File: config.mk
export PLATFORM = sky130hd
export DESIGN_NAME = bb_attach_ctrl
export DESIGN_NICKNAME = d
export VERILOG_FILES = /design/src/hdl/placeholder_none.sv /design/src/hdl/bb_pkg.sv /design/src/hdl/bb_attach_ctrl.sv /design/src/hdl/bb_detach_timer.sv
export SDC_FILE = /design/constraint.sdc
export NUM_CORES = 1
export LEC_CHECK = 0
export BUFFER_PORTS_ARGS = -buffer_cell sky130_fd_sc_hd__buf_2
export CELL_PAD_IN_SITES_DETAIL_PLACEMENT = 0
export CELL_PAD_IN_SITES_GLOBAL_PLACEMENT = 1
export CORE_ASPECT_RATIO = 0.9
export CORE_MARGIN = 3
export CORE_UTILIZATION = 42
export CTS_CLUSTER_DIAMETER = 200
export CTS_CLUSTER_SIZE = 28
export DETAILED_ROUTE_END_ITERATION = 16
export GPL_ROUTABILITY_DRIVEN = 0
export PLACE_DENSITY_LB_ADDON = 0.1
export REMOVE_ABC_BUFFERS = 1
export SLEW_MARGIN = 20
export SYNTH_ARGS = -nofsm -noshare
export SYNTH_HDL_FRONTEND = slang
export SYNTH_SLANG_ARGS = --single-unit
export TNS_END_PERCENT = 10
File: constraint.sdc
create_clock -name sys_clk -period 7.8 [get_ports sys_clk]
set_input_delay 1.56 -clock sys_clk [delete_from_list [all_inputs] [get_ports sys_clk]]
set_output_delay 1.56 -clock sys_clk [all_outputs]
set_load 0.1 [all_outputs]
File: src/hdl/placeholder_none.sv
`timescale 1ns/1ns

File: src/hdl/bb_pkg.sv
// Package: constants, register map and carrier types of the attach control
package bb_pkg;

  // ==========================================================
  // Clock and time base
  localparam int BB_CLK_PERIOD_NS = 4;
  localparam int BB_TICK_MS = 10;
  localparam int BB_TICK_CYCLES = BB_TICK_MS * 1000000 / BB_CLK_PERIOD_NS;
  // Time the internal function stays off the port in an emulated detach
  localparam int BB_DETACH_HOLD_US = 10;
  localparam int BB_DETACH_HOLD_CYCLES =
    (BB_DETACH_HOLD_US * 1000 + BB_CLK_PERIOD_NS - 1) / BB_CLK_PERIOD_NS;

  // ==========================================================
  // Register indices; byte address is four times the index
  localparam logic [15:0] BB_IDX_CONTROL = 16'h0004;
  localparam logic [15:0] BB_IDX_TMR_A_LO = 16'h413C;
  localparam logic [15:0] BB_IDX_TMR_A_HI = 16'h413D;
  localparam logic [15:0] BB_IDX_TMR_B_LO = 16'h413E;
  localparam logic [15:0] BB_IDX_TMR_B_HI = 16'h413F;
  localparam logic [15:0] BB_IDX_STATUS = 16'h4180;

  // Reset values
  localparam logic [7:0] BB_CONTROL_RST = 8'h14;
  localparam logic [7:0] BB_TMR_LO_RST = 8'hD0;
  localparam logic [7:0] BB_TMR_HI_RST = 8'h07;

  // Control fields
  localparam int BB_CTL_EN_BIT = 0;
  localparam int BB_CTL_SEL_LSB = 1;
  localparam int BB_CTL_SEL_MSB = 5;
  localparam int BB_CTL_USED_MSB = 5;
  localparam logic [4:0] BB_SEL_DEFAULT = 5'h0A;
  localparam logic [4:0] BB_SEL_RESERVED = 5'h09;
  localparam int BB_NUM_PINS = 17;

  // Status fields
  localparam int BB_ST_ATTACHED_BIT = 0;
  localparam int BB_ST_IDENTITY_BIT = 1;
  localparam int BB_ST_TMR_A_BIT = 2;
  localparam int BB_ST_TMR_B_BIT = 3;
  localparam int BB_ST_FAIL_N_BIT = 4;

  // Descriptor field value: unspecified error
  localparam logic [1:0] BB_CFG_UNSPEC_ERR = 2'h0;

  // ==========================================================
  // Bus geometry and carriers
  localparam int BB_ADDR_W = 18;

  typedef struct packed {
    logic read;
    logic write;
    logic [BB_ADDR_W-1:0] address;
    logic [31:0] writedata;
    logic [3:0] byteenable;
  } bb_av_req_t;

  typedef struct packed {
    logic [31:0] readdata;
    logic waitrequest;
  } bb_av_rsp_t;

  // Events from the internal function core
  typedef struct packed {
    logic addr_set;
    logic alt_string_req;
  } bb_func_evt_t;

  // Steering toward the internal function core
  typedef struct packed {
    logic attach;
    logic bb_identity;
    logic otp_msg_en;
    logic [1:0] bm_configured;
    logic alt_string_grant;
  } bb_func_ctl_t;

endpackage

File: src/hdl/bb_attach_ctrl.sv
// Billboard attach control: failure input, forced detach, detach timers
//
// Overview of operation
// - Failure input active low activates billboard
// - Control bits 5:1 pick pin; 01010 default
// - Control bit 0 enables billboard support
// - Selected pin low forces emulated detach
// - Reattach presenting billboard class descriptors
// - Address set starts first timer, 20 s
// - Billboard only on failure; bmConfigured 00b
// - String request answered, second timer starts
// - Timer expiry: detach, reattach standard identity
// - First timer: 16 bits of 10 ms
// - Failure message comes from OTP content
// - Second timer: own byte pair, 10 ms
`timescale 1ns/1ns
module bb_attach_ctrl import bb_pkg::*; #(
  parameter int TICK_CYCLES = BB_TICK_CYCLES,
  parameter int HOLD_CYCLES = BB_DETACH_HOLD_CYCLES
) (
  input wire logic sys_clk,
  input wire logic rst,
  input wire bb_av_req_t av_req,
  output bb_av_rsp_t av_rsp,
  input wire logic [BB_NUM_PINS-1:0] gpio_in,
  input wire bb_func_evt_t func_evt,
  output bb_func_ctl_t func_ctl
);

  typedef enum logic [2:0] {
    BB_S_STANDARD,
    BB_S_DETACH_TO_BB,
    BB_S_BB_WAIT_ADDR,
    BB_S_BB_ADDRESSED,
    BB_S_DETACH_TO_STD
  } bb_state_t;

  // ==========================================================
  // Register storage
  logic [7:0] control_q;
  logic [7:0] tmr_a_lo_q;
  logic [7:0] tmr_a_hi_q;
  logic [7:0] tmr_b_lo_q;
  logic [7:0] tmr_b_hi_q;

  // Bus response flops
  logic waitrequest_q;
  logic [31:0] readdata_q;
  logic [31:0] readdata_d;

  // Pin synchroniser and failure detection
  logic [BB_NUM_PINS-1:0] gpio_meta_q;
  logic [BB_NUM_PINS-1:0] gpio_sync_q;
  logic fail_n_q;
  logic fail_n_d;
  logic fail_event;

  // Sequencer
  bb_state_t state_q;
  bb_state_t state_d;
  logic [15:0] hold_q;
  logic hold_done;

  // Output flops toward the function core
  logic attach_q;
  logic identity_q;
  logic otp_msg_q;
  logic grant_q;

  // Timer hookup
  logic tmr_a_start;
  logic tmr_b_start;
  logic tmr_clear;
  logic tmr_a_run;
  logic tmr_b_run;
  logic tmr_a_exp;
  logic tmr_b_exp;
  logic in_billboard;

  // Bus qualifiers
  logic [15:0] bus_idx;
  logic bus_aligned;
  logic wr_take;
  logic rd_take;
  logic lane0;

  // ==========================================================
  // Helper functions

  // Pin level for a select code; reserved or absent codes read idle high
  function automatic logic pin_for_code(input logic [4:0] code,
                                        input logic [BB_NUM_PINS-1:0] pins);
    logic lvl;
    lvl = 1'b1;
    if (code != BB_SEL_RESERVED && int'(code) < BB_NUM_PINS) begin
      lvl = pins[code];
    end
    return lvl;
  endfunction

  // Register hit test shared by the read and write paths
  function automatic logic reg_hit(input logic [15:0] idx,
                                   input logic [15:0] reg_idx,
                                   input logic aligned);
    return aligned && (idx == reg_idx);
  endfunction

  // ==========================================================
  // Bus request qualifiers
  assign bus_idx = av_req.address[BB_ADDR_W-1:2];
  assign bus_aligned = (av_req.address[1:0] == 2'h0);
  assign lane0 = av_req.byteenable[0];
  // A request completes on the edge where waitrequest is seen low
  assign wr_take = av_req.write && !av_req.read && !waitrequest_q;
  assign rd_take = av_req.read && !av_req.write;

  // One wait state: waitrequest drops for one cycle after a request
  always_ff @(posedge sys_clk or posedge rst) begin
    if (rst) begin
      waitrequest_q <= 1'b1;
    end else if ((av_req.read ^ av_req.write) && waitrequest_q) begin
      waitrequest_q <= 1'b0;
    end else begin
      waitrequest_q <= 1'b1;
    end
  end

  // Read mux; reserved bits and unmapped words read zero
  always_comb begin
    readdata_d = 32'h0000_0000;
    if (reg_hit(bus_idx, BB_IDX_CONTROL, bus_aligned)) begin
      readdata_d[7:0] = control_q;
    end else if (reg_hit(bus_idx, BB_IDX_TMR_A_LO, bus_aligned)) begin
      readdata_d[7:0] = tmr_a_lo_q;
    end else if (reg_hit(bus_idx, BB_IDX_TMR_A_HI, bus_aligned)) begin
      readdata_d[7:0] = tmr_a_hi_q;
    end else if (reg_hit(bus_idx, BB_IDX_TMR_B_LO, bus_aligned)) begin
      readdata_d[7:0] = tmr_b_lo_q;
    end else if (reg_hit(bus_idx, BB_IDX_TMR_B_HI, bus_aligned)) begin
      readdata_d[7:0] = tmr_b_hi_q;
    end else if (reg_hit(bus_idx, BB_IDX_STATUS, bus_aligned)) begin
      readdata_d[BB_ST_ATTACHED_BIT] = attach_q;
      readdata_d[BB_ST_IDENTITY_BIT] = identity_q;
      readdata_d[BB_ST_TMR_A_BIT] = tmr_a_run;
      readdata_d[BB_ST_TMR_B_BIT] = tmr_b_run;
      readdata_d[BB_ST_FAIL_N_BIT] = fail_n_q;
    end
  end

  // Read data captured with the waitrequest drop, held for the sample edge
  always_ff @(posedge sys_clk or posedge rst) begin
    if (rst) begin
      readdata_q <= 32'h0000_0000;
    end else if (rd_take && waitrequest_q) begin
      readdata_q <= readdata_d;
    end
  end

  // ==========================================================
  // Control register; upper two bits are kept at zero
  always_ff @(posedge sys_clk or posedge rst) begin
    if (rst) begin
      control_q <= BB_CONTROL_RST;
    end else if (wr_take && lane0 &&
                 reg_hit(bus_idx, BB_IDX_CONTROL, bus_aligned)) begin
      control_q <= {2'h0, av_req.writedata[BB_CTL_USED_MSB:0]};
    end
  end

  // Timer limit bytes, low and high halves of each 16-bit count
  always_ff @(posedge sys_clk or posedge rst) begin
    if (rst) begin
      tmr_a_lo_q <= BB_TMR_LO_RST;
      tmr_a_hi_q <= BB_TMR_HI_RST;
      tmr_b_lo_q <= BB_TMR_LO_RST;
      tmr_b_hi_q <= BB_TMR_HI_RST;
    end else if (wr_take && lane0) begin
      if (reg_hit(bus_idx, BB_IDX_TMR_A_LO, bus_aligned)) begin
        tmr_a_lo_q <= av_req.writedata[7:0];
      end else if (reg_hit(bus_idx, BB_IDX_TMR_A_HI, bus_aligned)) begin
        tmr_a_hi_q <= av_req.writedata[7:0];
      end else if (reg_hit(bus_idx, BB_IDX_TMR_B_LO, bus_aligned)) begin
        tmr_b_lo_q <= av_req.writedata[7:0];
      end else if (reg_hit(bus_idx, BB_IDX_TMR_B_HI, bus_aligned)) begin
        tmr_b_hi_q <= av_req.writedata[7:0];
      end
    end
  end

  // ==========================================================
  // Two-flop synchroniser on every candidate pin
  always_ff @(posedge sys_clk or posedge rst) begin
    if (rst) begin
      gpio_meta_q <= '1;
      gpio_sync_q <= '1;
    end else begin
      gpio_meta_q <= gpio_in;
      gpio_sync_q <= gpio_meta_q;
    end
  end

  // Selected failure line, active low
  assign fail_n_d = pin_for_code(control_q[BB_CTL_SEL_MSB:BB_CTL_SEL_LSB],
                                 gpio_sync_q);

  always_ff @(posedge sys_clk or posedge rst) begin
    if (rst) begin
      fail_n_q <= 1'b1;
    end else begin
      fail_n_q <= fail_n_d;
    end
  end

  // Falling edge only, so a line held low does not loop the sequence
  assign fail_event = fail_n_q && !fail_n_d &&
                      control_q[BB_CTL_EN_BIT];

  // ==========================================================
  // Detach hold counter, restarted on entry to each detach state
  assign hold_done = (hold_q == 16'(HOLD_CYCLES - 1));

  always_ff @(posedge sys_clk or posedge rst) begin
    if (rst) begin
      hold_q <= 16'h0000;
    end else if (state_q != state_d) begin
      hold_q <= 16'h0000;
    end else if (!hold_done) begin
      hold_q <= hold_q + 16'h0001;
    end
  end

  // ==========================================================
  // Sequencer
  always_comb begin
    state_d = state_q;
    case (state_q)
      BB_S_STANDARD: begin
        if (fail_event) begin
          state_d = BB_S_DETACH_TO_BB;
        end
      end
      BB_S_DETACH_TO_BB: begin
        if (hold_done) begin
          state_d = BB_S_BB_WAIT_ADDR;
        end
      end
      BB_S_BB_WAIT_ADDR: begin
        if (func_evt.addr_set) begin
          state_d = BB_S_BB_ADDRESSED;
        end
      end
      BB_S_BB_ADDRESSED: begin
        if (tmr_a_exp || tmr_b_exp) begin
          state_d = BB_S_DETACH_TO_STD;
        end
      end
      BB_S_DETACH_TO_STD: begin
        if (hold_done) begin
          state_d = BB_S_STANDARD;
        end
      end
      default: begin
        state_d = BB_S_STANDARD;
      end
    endcase
  end

  always_ff @(posedge sys_clk or posedge rst) begin
    if (rst) begin
      state_q <= BB_S_STANDARD;
    end else begin
      state_q <= state_d;
    end
  end

  // ==========================================================
  // Timer control
  assign in_billboard = (state_q == BB_S_BB_WAIT_ADDR) ||
                        (state_q == BB_S_BB_ADDRESSED);
  assign tmr_a_start = (state_q == BB_S_BB_WAIT_ADDR) &&
                       func_evt.addr_set;
  // Every string request in the addressed state restarts the second timer, except one in the cycle a timer expires
  assign tmr_b_start = (state_q == BB_S_BB_ADDRESSED) &&
                       func_evt.alt_string_req &&
                       !(tmr_a_exp || tmr_b_exp);
  assign tmr_clear = (state_q == BB_S_DETACH_TO_STD);

  bb_detach_timer #(
    .TICK_CYCLES(TICK_CYCLES)
  ) u_timer_a (
    .sys_clk(sys_clk),
    .rst(rst),
    .start(tmr_a_start),
    .clear(tmr_clear),
    .limit({tmr_a_hi_q, tmr_a_lo_q}),
    .running(tmr_a_run),
    .expired(tmr_a_exp)
  );

  bb_detach_timer #(
    .TICK_CYCLES(TICK_CYCLES)
  ) u_timer_b (
    .sys_clk(sys_clk),
    .rst(rst),
    .start(tmr_b_start),
    .clear(tmr_clear),
    .limit({tmr_b_hi_q, tmr_b_lo_q}),
    .running(tmr_b_run),
    .expired(tmr_b_exp)
  );

  // ==========================================================
  // Outputs toward the function core, registered except the constant bm_configured
  always_ff @(posedge sys_clk or posedge rst) begin
    if (rst) begin
      attach_q <= 1'b1;
    end else begin
      // Off the port while either detach state runs
      attach_q <= (state_d != BB_S_DETACH_TO_BB) &&
                  (state_d != BB_S_DETACH_TO_STD);
    end
  end

  // Identity switches only while detached, never under the host's feet
  always_ff @(posedge sys_clk or posedge rst) begin
    if (rst) begin
      identity_q <= 1'b0;
      otp_msg_q <= 1'b0;
    end else if (state_d == BB_S_DETACH_TO_BB) begin
      identity_q <= 1'b1;
      otp_msg_q <= 1'b1;
    end else if (state_d == BB_S_DETACH_TO_STD) begin
      identity_q <= 1'b0;
      otp_msg_q <= 1'b0;
    end
  end

  // One-cycle grant that the string may be returned
  always_ff @(posedge sys_clk or posedge rst) begin
    if (rst) begin
      grant_q <= 1'b0;
    end else begin
      grant_q <= in_billboard && func_evt.alt_string_req;
    end
  end

  assign av_rsp.readdata = readdata_q;
  assign av_rsp.waitrequest = waitrequest_q;
  assign func_ctl.attach = attach_q;
  assign func_ctl.bb_identity = identity_q;
  assign func_ctl.otp_msg_en = otp_msg_q;
  assign func_ctl.bm_configured = BB_CFG_UNSPEC_ERR;
  assign func_ctl.alt_string_grant = grant_q;

endmodule

File: src/hdl/bb_detach_timer.sv
// Detach timer counting a 16-bit limit in fixed ticks
`timescale 1ns/1ns
module bb_detach_timer import bb_pkg::*; #(
  parameter int TICK_CYCLES = BB_TICK_CYCLES
) (
  input wire logic sys_clk,
  input wire logic rst,
  input wire logic start,
  input wire logic clear,
  input wire logic [15:0] limit,
  output logic running,
  output logic expired
);

  logic [31:0] pre_q;
  logic [15:0] ticks_q;
  logic [15:0] limit_q;
  logic run_q;
  logic exp_q;
  logic tick;

  assign tick = run_q && (pre_q == 32'(TICK_CYCLES - 1));
  assign running = run_q;
  assign expired = exp_q;

  // ==========================================================
  // Prescaler restarts with each start so the first tick is full length
  always_ff @(posedge sys_clk or posedge rst) begin
    if (rst) begin
      pre_q <= 32'h0000_0000;
    end else if (clear || start || tick) begin
      pre_q <= 32'h0000_0000;
    end else if (run_q) begin
      pre_q <= pre_q + 32'h0000_0001;
    end
  end

  // Tick counter; limit latched at start so later writes do not disturb it
  always_ff @(posedge sys_clk or posedge rst) begin
    if (rst) begin
      ticks_q <= 16'h0000;
      limit_q <= 16'h0000;
      run_q <= 1'b0;
      exp_q <= 1'b0;
    end else begin
      exp_q <= 1'b0;
      if (clear) begin
        ticks_q <= 16'h0000;
        run_q <= 1'b0;
      end else if (start) begin
        ticks_q <= 16'h0000;
        limit_q <= limit;
        run_q <= 1'b1;
      end else if (tick) begin
        // A zero limit expires on the first tick
        if (ticks_q + 16'h0001 >= limit_q) begin
          run_q <= 1'b0;
          exp_q <= 1'b1;
        end
        ticks_q <= ticks_q + 16'h0001;
      end
    end
  end

endmodule

After elaboration in Yosys (flattened, before gate mapping)
Cells that the tools add are included.

storage, ports and cells
  register bits = 236
  word-level logic and storage cells = 157

operators by class
  add/sub/neg operators = 5
  reductions and logical operators = 51
  equal/unequal tests = 20
  bitwise operators = 5
  mux-type cells = 47
  $lt $le $gt $ge = 4

operators with widths
  cell                   number
  $mux 16                8
  $mux 32                4
  $eq 16x15->1 const B   5
  $add 32x1->32 const B  2
  $eq 32x22->1 const B   2
  $add 16x1->16 const B  3
  $ge 16x16->1           2
  $mux 8                 4
  $logic_and 1x1->1      23
  $mux 1                 21
  $mux 3                 6
  $eq 16x12->1 const B   1
  $eq 16x3->1 const B    1
  $pmux 3 s5             1
  $reduce_bool 3->1      4
  $mux 5                 2
  $reduce_and 2->1       5
  $eq 3x1->1 const B     2
  $eq 3x2->1 const B     2
  $eq 3x3->1 const B     2
  $logic_or 1x1->1       6
  $lt 5x6->1 const B     1
  $reduce_bool 2->1      3
  $bmux 1 s5             1
  14 further kinds       21

Depth between registers and ports, before layout
  depth after elaboration = 11
  gate-level depth with buffers = 12
  mapped depth without buffers = 12

Cells and area by module
Synthesis repeated with hierarchy kept, for this count alone.

unflattened totals
  cells, all modules = 1245
  area total of the unflattened synthesis = 12553.3 um^2

modules (own cells, without submodules)
  module           times used  cells an instance  area an instance (um^2)
  bb_detach_timer  2           420                3797.4
  bb_attach_ctrl   1           405                4958.5

Least setup slack after synthesis
No wires, ideal clock.

  path kind = input-to-reg
  start = input av_req[47] (netlist name)
  end = register tmr_a_hi_q[3]
  library setup time = 0.125 ns
  data arrival time = 3.133 ns
  cell stages on the path = 6
  data required time = 7.675 ns
  buffers on the path = 0
  slack = 4.542 ns
  cell sequence = nor4_1 nand3_1 nor2_1 nand3_2 nor3_2 mux2_2

on the way
  word-level cells in the longest chain between the ends = 4

ends and longest elaborated chain
  element                              RTL line               source
  from (decl)                          bb_attach_ctrl.sv:23   input wire bb_av_req_t av_req,
  $eq 16x15->1                         bb_attach_ctrl.sv:105  return aligned && (idx == reg_idx);
  $logic_and 1x1->1                    bb_attach_ctrl.sv:105
  $not 1->1 (no source line)           n/a
  $reduce_and 3->1 (no source line) *  n/a
  to (signal assigned)                 bb_attach_ctrl.sv:181  tmr_a_hi_q <= av_req.writedata[7:0];
  to (decl)                            bb_attach_ctrl.sv:42   logic [7:0] tmr_a_hi_q;

Every way passes the cells marked *; elsewhere a longest branch is shown, timed or not.
A chain may end at the register's enable or synchronous reset.

Worst setup path in the final report
  start = register u_timer_b.ticks_q[0]
  end = register u_timer_b.exp_q (netlist: u_timer_b.expired)

on the way
  word-level cells in the longest chain between the ends = 6

ends and longest elaborated chain
  element                 RTL line               source
  from (decl)             bb_detach_timer.sv:16  logic [15:0] ticks_q;
  from (signal assigned)  bb_detach_timer.sv:60  ticks_q <= ticks_q + 16'h0001;
  $add 16x1->16           bb_detach_timer.sv:56  if (ticks_q + 16'h0001 >= limit_q) begin
  $ge 16x16->1            bb_detach_timer.sv:56
  $mux 1                  bb_detach_timer.sv:56
  $mux 1                  bb_detach_timer.sv:54  end else if (tick) begin
  $mux 1                  bb_detach_timer.sv:50  end else if (start) begin
  $mux 1                  bb_detach_timer.sv:47  if (clear) begin
  to (signal assigned)    bb_detach_timer.sv:44  exp_q <= 1'b0;
  to (signal assigned)    bb_detach_timer.sv:46  exp_q <= 1'b0;
  to (signal assigned)    bb_detach_timer.sv:58  exp_q <= 1'b1;
  to (decl)               bb_detach_timer.sv:19  logic exp_q;

Every way passes these cells.

==> metrics.txt <==
clock buffer depth 3; final non-filler cell total approximately 1500; H-tree depth 1; largest net degree at the start of global routing 106; full die area 30020 um2; root buf cell clkbuf_16; first-pass GRT wire length about 42000 um; Port Buf Inserts 62; register cell area after layout 5969 um2; DIE HEIGHT 164.7 um; fillcell total about 2700; vias in the first global route just under 8000; postcts setup bufs 0; ANT cells 0; CTS tree yes; Synth Cell Area 11750 um2; Hold Crit Start gpio_meta_q[11]; Setup CP Type flop to flop; Avg WL per Cell about 16 um; reg2reg setup slack around 4.2 ns; top cells by area, synth dfrtp_1, dfstp_2, xor2_1; NumNets Final 1295; Async S/R FF share, synth 100.0%; endpoints failing hold 0; Critical Path End Type flop; P&R area growth vs syn 7.391%; DRT iter0 DRCs roughly 410; gr usage total between 15 and 20%; grt ovf 0; multi-input logic area 5305 um2; vias per inst ~5.1; Tightest Pin Transition about 1.0 ns; ratio of cells with drive above 1 in the final layout roughly 16%; post-synth top area share between 30% and 40%; antenna violations before repair 0; drt drc 0; CP Data Arrival Time 4.01 ns; Synth Instances ~1100; core area 27240 um2; Post-synth EDFFs 0; period utilisation layout a little under half; Top FF cell, synth dfrtp_1; most numerous cell in the Yosys netlist dfrtp_1; Ys Warns 0; Crit path required time slightly above 8 ns; FF-to-FF Start u_timer_b.ticks_q[0]; # IOs approximately 120; post_cts resized 0; clk_skew roughly 0.030 ns; final setup fails 0; Max VDD drop ~0.14 mV; vias ~8000; Unique masters post-synth 62; slowest stage delay, CP approximately 0.7 ns; min Tclk post-route 3.601 ns; final worst slack approximately 4.2 ns; Rows 57; f_max 277.7 MHz; CTS Sinks 236; R2R depth 10; initial core utilization a little over two fifths; dpl ws about 4.1 ns; # hold bufs at CTS 0; Critical Path Fanout Max 5; RSZ-0062 raised after global routing false; placed cell count approximately 1500; max-slew violations 0; final wirelength 24790 um; #FFs+latches synth roughly 240; outcome completed; Mean Syn Cell Area slightly above 10 um2; Critical Path, Cell by Cell ha_1, nand3_1, nor4_1, and3_1, nand3_1, xnor2_1, ha_1, nand4_1, o311ai_0, and3b_1; Die X-Extent approximately 180 um; total CTS buffers 12; Post-DP HPWL 17450 um; Pleak between 5 and 6 nW; Final ANT Viol Nets 0; Clock Latency Late Sink 0.48 ns; pwr dens 178.1 nW/um2; Worst setup SP type flop; total chip power 0.002247 W; WHS Path Cells 0; Worst slew margin about a third; Worst path slowest cell o311ai_0; DRT Pass-1 Iters 4; Hold EP gpio_sync_q[11]; Synth top cells by count dfrtp_1, nor2_1, nand2_1; Worst-path clk slew about 0.11 ns; number of max-cap violations 0; sequential fraction of the synthesis area between 50% and 60%; sum of negative setup slack 0 ns; Reg2Reg Capture Point u_timer_b.expired; worst min-delay path category flop to flop; top cell type by total area after synthesis dfrtp_1; worst hold slack around 0.36 ns
routing by layer:
metal,vias up,GRT usage (%),part of all wire [%]
met1,3796,26.15,53
met4,0,3.081,1.5
li1,3951,-,-
met5,-,0,0
met3,21,2.092,3.4
met2,114,25.70,42
stage by stage:
step           cell area, um2  utilization [%]
2_1_floorplan           11450                -
3_3_place_gp            12250            44.97
3_5_place_dp            12250            44.97
4_1_cts                 12610            46.30
5_1_grt                 12620            46.31
6_report                12620            46.31
worst max-delay path by stage:
stage,startpoint,to,cells after the start
CTS,u_timer_b.ticks_q[0],u_timer_b.expired,10
finish,u_timer_b.ticks_q[0],u_timer_b.expired,10
global placement,av_req[47],tmr_b_hi_q[5],7
global route,u_timer_b.ticks_q[0],u_timer_b.expired,10
floorplan,rst,control_q[0],1
detailed placement,av_req[47],tmr_b_hi_q[5],7
state kept, by name, summed over array words and instances (netlist names), 8 cells and up:
name,cells
u_timer_a.pre_q,32
u_timer_b.pre_q,32
gpio_meta_q,17
gpio_sync_q,17
hold_q,16
u_timer_a.limit_q,16
u_timer_a.ticks_q,16
u_timer_b.limit_q,16
u_timer_b.ticks_q,16
readdata_q,8
tmr_a_hi_q,8
tmr_a_lo_q,8
tmr_b_hi_q,8
tmr_b_lo_q,8
power breakdown:
part	internal, W	switching (W)	total (W)
combinational	0.0000476	0.000179	0.000226
sequential	0.00127	0.0000256	0.00129
clock	0.000319	0.000409	0.000727
cells by family (layout without fill, tap and decap cells):
kind of cell             after synthesis  after routing  synth area share (%)
buffers and inverters                114            135                 4.909
AO/OA/AOI/OAI                        139            139                 7.093
multiplexers                          58             58                 5.868
XOR/XNOR                             111            111                 8.275
flip-flops                           236            236                 50.81
other                                  1             26               0.03192
adder cells (fa/ha/maj)               39             39                 4.153
AND/OR/NAND/NOR                      441            441                 18.86
cell usage in the layout, fill, tap and decap left out, types with 3 or more instances in the layout:
cell type,synthesis,routed
nor2b_1,6,6
mux2i_1,13,13
nand2_1,111,110
nor4b_1,4,4
nand2b_1,10,10
buf_4,32,5
or4_1,3,3
xor2_1,66,66
nor3_1,14,14
ha_1,39,39
nand4_1,37,37
and3_1,11,11
nand3b_1,4,4
clkbuf_1,20,6
nor2_1,131,131
clkbuf_16,0,13
dfstp_2,51,51
a21o_1,8,8
a22o_1,14,14
or3_1,21,21
buf_2,11,62
a21oi_1,32,32
nand3_1,42,42
inv_1,48,47
and4_1,8,8
xnor2_1,45,45
conb_1,1,26
dfrtp_1,185,185
o21ai_0,63,63
nor3b_1,3,3
nor4_1,17,17
and2_1,4,4
a31oi_1,8,8
mux2_2,41,41
critical path, delay by kind of cell, from the launching register on:
kind                     cells  cell delay (ns)
AND/OR/NAND/NOR              6             1.71
AO/OA/AOI/OAI                1             0.70
adder cells (fa/ha/maj)      2             0.53
flip-flops                   1             0.44
XOR/XNOR                     1             0.14
area by class of cell:
| type | instances | share of cell area (%) |
|---|---|---|
| clock buffers | 19 | 2.757 |
| inverters | 48 | 1.488 |
| multi-input cells | 814 | 42.05 |
| flip-flops and latches | 236 | 47.31 |
| repair buffers | 67 | 2.757 |
| clock inverters | 1 | 0.1289 |
| well taps | 354 | 3.511 |
Note: power is estimated with default switching activity, not from simulation.
